===== src/pkg/hpc_consts.svh =====
// offsets, field positions and reset values of the hot-plug register bank
// assumes: included by bare name from pkg/ and hdl/ files
`ifndef HPC_CONSTS_SVH
`define HPC_CONSTS_SVH

// register pointer values (low three bits of the command byte)
`define HPC_OFS_CTRL 3'h0
`define HPC_OFS_ALRT 3'h1
`define HPC_OFS_STAT 3'h2
`define HPC_OFS_FLT 3'h3

// power_path_control fields
`define HPC_CTRL_MODE_HI 7
`define HPC_CTRL_MODE_LO 6
`define HPC_CTRL_TEST 5
`define HPC_CTRL_MASS 4
`define HPC_CTRL_FETON 3
`define HPC_CTRL_OCRT 2
`define HPC_CTRL_UVRT 1
`define HPC_CTRL_OVRT 0

// alert_enable_and_gpio_out fields
`define HPC_ALRT_GPO 6
`define HPC_ALRT_EN_HI 5

// live_condition_flags fields, also fault latch positions below bit 6
`define HPC_ST_FET 7
`define HPC_ST_GPIO 6
`define HPC_ST_SHORT 5
`define HPC_ST_EN 4
`define HPC_ST_PBAD 3
`define HPC_ST_OC 2
`define HPC_ST_UV 1
`define HPC_ST_OV 0

// reset values
`define HPC_CTRL_RST_FAST 8'h13
`define HPC_CTRL_RST_EXT 8'h17
`define HPC_ALRT_RST 8'h00
`define HPC_ALRT_WMASK 8'h7F
`define HPC_FLT_RST 6'h00
`define HPC_RD_RST 8'h00
`define HPC_ZERO8 8'h00

`endif


===== src/pkg/hpc_pkg.sv =====
// types shared by the hot-plug register bank and its fault/alert helper
// assumes: compiled before any hdl/ file
`default_nettype none

package hpc_pkg;
    // pin_mode_field decode
    typedef enum logic [1:0] {
        HPC_PIN_PGOOD_N = 2'h0, // pin shows inverted power bad
        HPC_PIN_PGOOD = 2'h1,   // pin shows power bad
        HPC_PIN_OUT = 2'h2,     // pin shows the gpio output bit
        HPC_PIN_IN = 2'h3       // pin released, used as input
    } hpc_pin_mode_type;

    // alert line state, gray along idle -> pulled
    typedef enum logic {
        HPC_ALR_IDLE = 1'b0,
        HPC_ALR_PULL = 1'b1
    } hpc_alert_state_type;

    // register access from the serial protocol engine
    typedef struct packed {
        logic own_sel;   // transaction aimed at own address (level)
        logic mass_sel;  // transaction aimed at mass-write address (level)
        logic addr_stb;  // own address just matched (pulse)
        logic ara_rd;    // alert response address read seen (pulse)
        logic cmd_stb;   // command byte received (pulse)
        logic [7:0] cmd_byte;
        logic wr_stb;    // data byte received (pulse)
        logic [7:0] wr_data;
    } hpc_host_req_type;

    // analog comparators and control-path pins
    typedef struct packed {
        logic on_pin;                     // turn-on request
        logic en_pin_n;                   // card enable, low = enabled
        logic output_monitor_pin;         // low = power bad
        logic low_supply_comparator_pin;  // low = undervoltage
        logic high_supply_comparator_pin; // high = overvoltage
        logic sense_over_1mv;             // sense voltage above 1mV
        logic fet_is_on;                  // actual pass-FET state
        logic oc_cooldown;                // overcurrent cool-down active
        logic debounce_done;              // end of turn-on debounce (pulse)
    } hpc_pins_type;
endpackage : hpc_pkg

`default_nettype wire


===== src/hdl/hpc_fault_alert.sv =====
// fault latch and alert line control for the hot-plug register bank
// assumes: events are one-cycle pulses, sys_clk domain only
`include "hpc_consts.svh"
`default_nettype none

module hpc_fault_alert #(
    parameter int FLT_W = 6
) (
    input wire logic sys_clk,
    input wire logic rst_n,
    input wire logic [FLT_W-1:0] flt_event,
    input wire logic flt_wr,
    input wire logic [FLT_W-1:0] flt_wr_data,
    input wire logic [FLT_W-1:0] alert_en,
    input wire logic alert_release,
    output logic [FLT_W-1:0] flt_q,
    output logic alert_low
);
    // the latch mirrors the six alert enables
    if (FLT_W != 6) begin : g_chk
        $error("hpc_fault_alert: FLT_W must be 6");
    end

    hpc_pkg::hpc_alert_state_type state_q; // alert line state
    hpc_pkg::hpc_alert_state_type state_d;
    logic [FLT_W-1:0] flt_d;   // next latch value
    logic [FLT_W-1:0] new_hit; // latch bits newly set and enabled
    wire logic [FLT_W-1:0] flt_base = flt_wr ? flt_wr_data : flt_q;

    // event set wins over a host clear in the same cycle
    assign flt_d = flt_base | flt_event;
    // only a freshly set bit pulls again, so a standing fault stays quiet
    assign new_hit = flt_event & ~flt_q & alert_en;

    // alert state: new enabled fault pulls, release frees the line
    always_comb begin
        state_d = state_q;
        case (state_q)
            hpc_pkg::HPC_ALR_IDLE: begin
                if (|new_hit) begin
                    state_d = hpc_pkg::HPC_ALR_PULL;
                end
            end
            hpc_pkg::HPC_ALR_PULL: begin
                if (alert_release && !(|new_hit)) begin
                    state_d = hpc_pkg::HPC_ALR_IDLE;
                end
            end
            default: begin
                state_d = hpc_pkg::HPC_ALR_IDLE;
            end
        endcase
    end

    // latch and state registers
    always_ff @(posedge sys_clk or negedge rst_n) begin
        if (!rst_n) begin
            flt_q <= `HPC_FLT_RST;
            state_q <= hpc_pkg::HPC_ALR_IDLE;
        end else begin
            flt_q <= flt_d;
            state_q <= state_d;
        end
    end

    assign alert_low = (state_q == hpc_pkg::HPC_ALR_PULL);

    AST_ALERT_PULL: assert property (
        @(posedge sys_clk) disable iff (!rst_n)
        (|(flt_event & ~flt_q & alert_en)) |=> alert_low)
        else $error("enabled new fault did not pull alert");

    AST_ALERT_FREE: assert property (
        @(posedge sys_clk) disable iff (!rst_n)
        (alert_low && alert_release && !(|(flt_event & ~flt_q & alert_en)))
        |=> !alert_low ##1 (!alert_low || $past(|flt_event)))
        else $error("alert not released after response");

    AST_FLT_STICKY: assert property (
        @(posedge sys_clk) disable iff (!rst_n)
        (|flt_event) |=> ((flt_q & $past(flt_event)) == $past(flt_event)))
        else $error("fault event not latched");
endmodule : hpc_fault_alert

`default_nettype wire


===== src/hdl/hpc_regs.sv =====
// control, alert-enable and status registers of a hot-plug controller
// assumes: the serial engine hands over decoded strobes in hpc_host_req_type
// and all pins are synchronous to sys_clk
`include "hpc_consts.svh"
`default_nettype none

module hpc_regs #(
    parameter bit EXT_FILTER = 1'b0, // extended circuit breaker variant
    parameter int REG_W = 8          // register width
) (
    input wire logic sys_clk,
    input wire logic rst_n,
    input wire hpc_pkg::hpc_host_req_type host,
    input wire hpc_pkg::hpc_pins_type pins,
    input wire logic [6:0] dev_addr,
    input wire logic gpio_i,
    output logic gpio_o,
    output logic gpio_oe_n,
    output logic [7:0] rd_data,
    output logic mass_accept,
    output logic ara_claim,
    output logic [7:0] ara_data,
    output logic alert_o,
    output logic alert_oe_n,
    output logic fet_on_cmd,
    output logic adc_disable,
    output logic oc_retry,
    output logic uv_retry,
    output logic ov_retry
);
    // every field position below assumes byte-wide registers
    if (REG_W != 8) begin : g_chk
        $error("hpc_regs: REG_W must be 8");
    end

    // reset value of the control register depends on the filter variant
    localparam logic [7:0] CTRL_RST =
        EXT_FILTER ? `HPC_CTRL_RST_EXT : `HPC_CTRL_RST_FAST;

    logic [7:0] ctrl_q;  // power_path_control
    logic [7:0] ctrl_d;
    logic [7:0] alrt_q;  // alert_enable_and_gpio_out
    logic [7:0] alrt_d;
    logic [2:0] ptr_q;   // register pointer
    logic [2:0] ptr_d;
    logic [7:0] rd_data_q; // read data held for the serial engine
    logic [7:0] rd_data_d;
    logic gpio_o_q;      // registered pin data
    logic gpio_o_d;
    logic gpio_oe_n_q;   // registered pin enable, low = driving
    logic gpio_oe_n_d;
    logic [7:0] ara_q;   // address byte returned on alert response
    logic [7:0] stat_q;  // previous status, for fault edges
    logic [5:0] flt_q;   // fault latch from the helper
    logic alert_low;     // helper wants the alert line low

    // write qualification: own address always, mass address when enabled
    wire logic mass_en = ctrl_q[`HPC_CTRL_MASS];
    wire logic wr_ok = host.wr_stb &&
        (host.own_sel || (host.mass_sel && mass_en));
    wire logic wr_ctrl = wr_ok && (ptr_q == `HPC_OFS_CTRL);
    wire logic wr_alrt = wr_ok && (ptr_q == `HPC_OFS_ALRT);
    wire logic wr_flt = wr_ok && (ptr_q == `HPC_OFS_FLT);

    // pin mode decode
    wire hpc_pkg::hpc_pin_mode_type pin_mode =
        hpc_pkg::hpc_pin_mode_type'(
            ctrl_q[`HPC_CTRL_MODE_HI:`HPC_CTRL_MODE_LO]);

    // live conditions, straight from pins; only the short flag is gated by the stored fet-on bit
    wire logic st_pbad = !pins.output_monitor_pin;
    wire logic st_short = pins.sense_over_1mv &&
        !ctrl_q[`HPC_CTRL_FETON];
    wire logic [7:0] stat_w = {
        pins.fet_is_on,
        gpio_i,
        st_short,
        !pins.en_pin_n,
        st_pbad,
        pins.oc_cooldown,
        !pins.low_supply_comparator_pin,
        pins.high_supply_comparator_pin
    };

    // fault events: rising edges, plus any change of the enable pin
    wire logic [5:0] flt_event = {
        stat_w[`HPC_ST_SHORT] & ~stat_q[`HPC_ST_SHORT],
        stat_w[`HPC_ST_EN] ^ stat_q[`HPC_ST_EN],
        stat_w[`HPC_ST_PBAD] & ~stat_q[`HPC_ST_PBAD],
        stat_w[`HPC_ST_OC] & ~stat_q[`HPC_ST_OC],
        stat_w[`HPC_ST_UV] & ~stat_q[`HPC_ST_UV],
        stat_w[`HPC_ST_OV] & ~stat_q[`HPC_ST_OV]
    };

    // alert freed by the response address or by being addressed
    wire logic claim = host.ara_rd && alert_low;
    wire logic release_w = claim || host.addr_stb;

    // pointer keeps only the low three command bits
    assign ptr_d = host.cmd_stb ? host.cmd_byte[2:0] : ptr_q;

    // control register: debounce end overrides the fet-on bit of a same-cycle host write
    always_comb begin
        ctrl_d = ctrl_q;
        if (wr_ctrl) begin
            ctrl_d = host.wr_data;
        end
        if (pins.debounce_done) begin
            ctrl_d[`HPC_CTRL_FETON] = pins.on_pin;
        end
    end

    // alert register: bit 7 reserved, never stored
    assign alrt_d = wr_alrt ? (host.wr_data & `HPC_ALRT_WMASK)
                            : alrt_q;

    // read mux, status is live; unmapped pointers read zero
    always_comb begin
        case (ptr_q)
            `HPC_OFS_CTRL: rd_data_d = ctrl_q;
            `HPC_OFS_ALRT: rd_data_d = alrt_q;
            `HPC_OFS_STAT: rd_data_d = stat_w;
            `HPC_OFS_FLT: rd_data_d = {2'h0, flt_q};
            default: rd_data_d = `HPC_ZERO8;
        endcase
    end

    // gpio pin source by mode
    always_comb begin
        gpio_o_d = 1'b0;
        gpio_oe_n_d = 1'b0;
        case (pin_mode)
            hpc_pkg::HPC_PIN_PGOOD_N: gpio_o_d = !st_pbad;
            hpc_pkg::HPC_PIN_PGOOD: gpio_o_d = st_pbad;
            hpc_pkg::HPC_PIN_OUT: gpio_o_d = alrt_q[`HPC_ALRT_GPO];
            hpc_pkg::HPC_PIN_IN: gpio_oe_n_d = 1'b1;
            default: gpio_oe_n_d = 1'b1;
        endcase
    end

    // host-visible registers
    always_ff @(posedge sys_clk or negedge rst_n) begin
        if (!rst_n) begin
            ctrl_q <= CTRL_RST;
            alrt_q <= `HPC_ALRT_RST;
            ptr_q <= `HPC_OFS_CTRL;
        end else begin
            ctrl_q <= ctrl_d;
            alrt_q <= alrt_d;
            ptr_q <= ptr_d;
        end
    end

    // output and history registers
    always_ff @(posedge sys_clk or negedge rst_n) begin
        if (!rst_n) begin
            rd_data_q <= `HPC_RD_RST;
            gpio_o_q <= 1'b1;
            gpio_oe_n_q <= 1'b0;
            stat_q <= `HPC_ZERO8;
            ara_q <= `HPC_ZERO8;
        end else begin
            rd_data_q <= rd_data_d;
            gpio_o_q <= gpio_o_d;
            gpio_oe_n_q <= gpio_oe_n_d;
            stat_q <= stat_w;
            ara_q <= {dev_addr, 1'b0};
        end
    end

    // fault latch and alert line
    hpc_fault_alert #(
        .FLT_W(6)
    ) u_fault_alert (
        .sys_clk(sys_clk),
        .rst_n(rst_n),
        .flt_event(flt_event),
        .flt_wr(wr_flt),
        .flt_wr_data(host.wr_data[5:0]),
        .alert_en(alrt_q[`HPC_ALRT_EN_HI:0]),
        .alert_release(release_w),
        .flt_q(flt_q),
        .alert_low(alert_low)
    );

    // outputs; alert is open drain: enable low pulls the line low
    assign rd_data = rd_data_q;
    assign gpio_o = gpio_o_q;
    assign gpio_oe_n = gpio_oe_n_q;
    assign mass_accept = mass_en;
    assign ara_claim = claim;
    assign ara_data = ara_q;
    assign alert_o = 1'b0;
    assign alert_oe_n = !alert_low;
    assign fet_on_cmd = ctrl_q[`HPC_CTRL_FETON];
    assign adc_disable = ctrl_q[`HPC_CTRL_TEST];
    assign oc_retry = ctrl_q[`HPC_CTRL_OCRT];
    assign uv_retry = ctrl_q[`HPC_CTRL_UVRT];
    assign ov_retry = ctrl_q[`HPC_CTRL_OVRT];

    AST_PIN_PGOOD_N: assert property (
        @(posedge sys_clk) disable iff (!rst_n)
        (ctrl_q[7:6] == 2'h0) |=>
            (gpio_o == $past(pins.output_monitor_pin)) && !gpio_oe_n)
        else $error("gpio pin not inverted power bad");

    AST_PIN_INPUT: assert property (
        @(posedge sys_clk) disable iff (!rst_n)
        (ctrl_q[7:6] == 2'h3) |=> gpio_oe_n)
        else $error("gpio pin driven in input mode");

    AST_GPIO_STATUS: assert property (
        @(posedge sys_clk) disable iff (!rst_n)
        (ptr_q == 3'h2) |=> rd_data[6] == $past(gpio_i))
        else $error("status does not show gpio level");

    AST_MASS_IGNORE: assert property (
        @(posedge sys_clk) disable iff (!rst_n)
        (host.wr_stb && host.mass_sel && !host.own_sel &&
         !ctrl_q[4] && ptr_q == 3'h1) |=> $stable(alrt_q))
        else $error("mass write taken while disabled");

    AST_DEBOUNCE_LOAD: assert property (
        @(posedge sys_clk) disable iff (!rst_n)
        pins.debounce_done |=> fet_on_cmd == $past(pins.on_pin))
        else $error("fet-on bit not loaded from on pin");

    AST_SHORT_STATUS: assert property (
        @(posedge sys_clk) disable iff (!rst_n)
        (ptr_q == 3'h2) |=>
            rd_data[5] == $past(pins.sense_over_1mv && !fet_on_cmd))
        else $error("fet short status wrong");

    AST_STATUS_RO: assert property (
        @(posedge sys_clk) disable iff (!rst_n)
        (wr_ok && ptr_q == 3'h2 && !pins.debounce_done) |=>
            $stable(ctrl_q) && $stable(alrt_q))
        else $error("status write changed a register");

    AST_PTR_LOW3: assert property (
        @(posedge sys_clk) disable iff (!rst_n)
        host.cmd_stb |=> ptr_q == $past(host.cmd_byte[2:0]))
        else $error("pointer not low three command bits");

    AST_RSVD_ZERO: assert property (
        @(posedge sys_clk) disable iff (!rst_n)
        (ptr_q == 3'h1 || ptr_q[2]) ##1 1'b1 |->
            !rd_data[7])
        else $error("reserved bit read as one");

    AST_ALERT_PIN: assert property (
        @(posedge sys_clk) disable iff (!rst_n)
        (claim && !(|(flt_event & ~flt_q & alrt_q[5:0]))) |=>
            !alert_low ##1 (alert_oe_n || $past(|flt_event)))
        else $error("alert line not released after claim");
endmodule : hpc_regs

`default_nettype wire


===== config.mk =====
export PLATFORM = sky130hd
export DESIGN_NAME = hpc_regs
export DESIGN_NICKNAME = d
export VERILOG_FILES = /design/src/pkg/hpc_pkg.sv /design/src/hdl/hpc_fault_alert.sv /design/src/hdl/hpc_regs.sv
export VERILOG_INCLUDE_DIRS = /design/src /design/src/pkg
export SDC_FILE = /design/constraint.sdc
export NUM_CORES = 1
export LEC_CHECK = 0
export BUFFER_PORTS_ARGS = -buffer_cell sky130_fd_sc_hd__clkbuf_2
export CAP_MARGIN = 20
export CORE_ASPECT_RATIO = 0.75
export CORE_UTILIZATION = 54
export CTS_CLUSTER_DIAMETER = 200
export DETAILED_ROUTE_END_ITERATION = 8
export PLACE_DENSITY = 0.86
export SYNTH_ARGS = -nofsm -noshare
export SYNTH_HDL_FRONTEND = slang
export SYNTH_SLANG_ARGS = --single-unit

===== constraint.sdc =====
create_clock -name sys_clk -period 3.3 [get_ports sys_clk]
set_input_delay 0.495 -clock sys_clk [delete_from_list [all_inputs] [get_ports sys_clk]]
set_output_delay 0.495 -clock sys_clk [all_outputs]
set_load 0.03 [all_outputs]

==> impl_metrics.toml <==
[setup_path]
cp.depth = 3
rr_worst_depth = 3
crit_path_end = "u_fault_alert.flt_q[5]"
slowest_stage = "dfrtp_1"
cp_data_required_time_ns = 3.48
startpoint_type = "register"
crit_start = "ptr_q[0]"
r2r_end = "u_fault_alert.flt_q[5]"
r2r-start = "ptr_q[0]"
r2r_slack_ns = 1.60
crit_family = "flip-flops"
cp_num_buf_inv = 0
endpoint_kind = "register"
path_cells = "nand4b_1 > o21ai_0 > nand3_1"
cp_max_fo = 14
worst_ep_arrival_time_ns = 1.88
cpPeakStageDelay_ns = 0.77
crit_type = "register to register"

[cells_and_area]
antenna_cells = 0
fillers = 269
drive_gt1_share_pct = 44.50
syn2layout_area_growth_pct = 18.74
fin_nets = 249
final_util_pct = 67.57
multi_input_area_um2 = 780.7
regArea_um2 = 1206
layoutNonFillerInstCount = 261

[power]
p_leak_nw = 1.200
cellPowerDensity_nw_per_um2 = 629.5
ir_worst_vdd_v = 0.0004241

[route]
top_layer = "met4"
routed-wl-met2_mm = 1.960
antenna_left = 0
drt-initial-drc-count = 117
vias_per_cell = 5.467
wl_per_cell_um = 15.18
drc_errors = 0
drt-pass1-iter-count = 4
postRouteWirelength_mm = 3.961
wl_met3_um = 222
m1WireLength_mm = 1.689
route.vias.total = 1427

[synth]
avgSynthCellArea_um2 = 14.27
synth_area_um2 = 2097
synth_async_sr_flop_share_pct = 100.0
synth.top_cells.by_area = "dfrtp_1 (53%), mux2_2 (8.1%), mux4_1 (7.5%)"
synth-edff-count = 0
synth.top_cells.by_count = "dfrtp_1 (44), mux2_2 (15), inv_1 (10), nor2b_1 (7), mux4_1 (6)"
synth_seq_cells = 48
yosysMostFrequentCell = "dfrtp_1"
ys_warn_count = 0
synth_top_cell_area_share_pct = 52.51
ys_seq_area_share_pct = 57.52
synthCells = 147
yosysTopAreaCell = "dfrtp_1"
synthFlopType = "dfrtp_1"
synth.distinct_cells = 40

[timing]
fmax_mhz = 588.5
setup_tns_ns = 0
slew_headroom_pct = 42.22
rsz0062_at_grt = "no"
finalHoldViolations = 0
fin_crit_ns = 1.699
worstMarginPinSlew_ns = 0.8667
finalSetupViolCount = 0
hold_slack_ns = 0.2962
clock_skew_ns = 0.004018
finalCritPeriodShare_pct = 51.49
maxSlewViolCount = 0

[die]
io_pins = 68
dieArea_um2 = 4139
die_x_um = 73.96
fp.coreArea_um2 = 3685
rows = 19
die_height_um = 55.97
start_util_pct = 56.91

[clocking]
root_buffer = "clkbuf_8"
postCtsSetupRepairBufs = 0
hold_buffers = 0
clockBufferDepth = 2
cts.sinks = 48
numCtsBuffers = 5
cts_resized = 0
cts_tree = "done"
clk-insertion-delay-late_ns = 0.30
h-tree-depth = 2
clkSlewWorstSetupHoldPaths_ns = 0.08

[global_routing]
grt_start_max_net_pins = 38
grt_use_total_pct = 22.04
grt_overflow = 0
grt_pass1_vias = 1370
grt_pass1_wl_mm = 6.479
antenna_found_initial = 0

[job]
drv_cap = 0

[run_status]
status = "complete, no violations"

[place]
place_inst = 253
numPortBuffers = 60
place_congestion = 0.7782

[worst_hold_path]
hp-class = "input port to async pin"
## power breakdown
| part | internal, mW | switching, mW | total, mW | leakage (nW) |
|---|---|---|---|---|
| sequential | 0.714 | 0.0891 | 0.803 | 0.561 |
| combinational | 0.183 | 0.229 | 0.412 | 0.587 |
| clock | 0.167 | 0.185 | 0.352 | 0.0510 |
| total | 1.06 | 0.503 | 1.57 | 1.20 |
## cell usage in the layout, fill, tap and decap left out, types with 2 or more instances in the layout
master    Yosys  layout
nor2b_1       7       7
a21oi_1       5       5
mux2_2       15      15
mux2i_1       3       3
dfrtp_1      44      44
clkinv_2      0       2
nand2b_1      2       2
o21ai_0       2       2
o311ai_1      2       2
nor3_1        5       5
clkbuf_8      0       6
conb_1        1       2
nor2_1        2       2
and2_1        2       2
nand3_1       4       4
mux2_1        2       2
clkbuf_2      0      60
inv_1        10      10
o22ai_1       5       5
dfstp_2       4       4
mux4_1        6       6
## how the worst min path moves through the flow
stage | slack [ns] | startpoint | to
after floorplan | 0.20 | rst_n | alrt_q[0]
after global placement | 0.43 | stat_q[0] | u_fault_alert.flt_q[0]
after detailed placement | 0.45 | stat_q[0] | u_fault_alert.flt_q[0]
after CTS | 0.29 | dev_addr[1] | ara_data[2]
after global routing | 0.27 | dev_addr[4] | ara_data[5]
final | 0.30 | rst_n | ara_data[1]
## stage by stage
stage | worst slack, ns | total power, mW | area [um^2]
after floorplan | 1.833 | 1.105 | 2101
after global placement | 1.670 | 1.212 | 2397
after detailed placement | 1.647 | 1.231 | 2397
after CTS | 1.597 | 1.588 | 2490
after global routing | 1.475 | 1.656 | 2490
final | 1.601 | 1.567 | 2490
## area by class of cell
type                    count  share of cell area (%)
clock buffers               6                   3.317
clock inverters             2                  0.4020
inverters                  10                   1.508
multi-input cells          82                   31.36
flip-flops and latches     48                   48.44
well taps                  52                   2.613
repair buffers             61                   12.36
## logic make-up after synthesis
group                     synth area share, %
xor gates and xnor gates               0.4177
muxes                                   18.08
other                                  0.1788
buffers and inverters                   5.429
and+or+nand+nor                         12.29
DFF                                     57.52
AOI/OAI and AO/OA                       6.086
## registers in the layout, indices dropped and copies added (netlist names)
signal / cells
rd_data: 8
ctrl_q: 8
gpio_oe_n: 1
u_fault_alert.alert_low: 1
gpio_o: 1
u_fault_alert.flt_q: 6
ara_data: 7
ptr_q: 3
alrt_q: 7
stat_q: 6
## per-layer routing
layer | vias to the layer above | GRT usage (%)
li1 | 656 | -
met1 | 708 | 30.59
met2 | 54 | 32.21
met3 | 9 | 6.522
met4 | 0 | 9.615
met5 | - | 0
## worst reg2reg max path, cell delays in order (launching register included)
cell,delay [ns]
dfrtp_1,0.77
nand4b_1,0.43
o21ai_0,0.29
nand3_1,0.10
(Power assumes the default switching activity.)
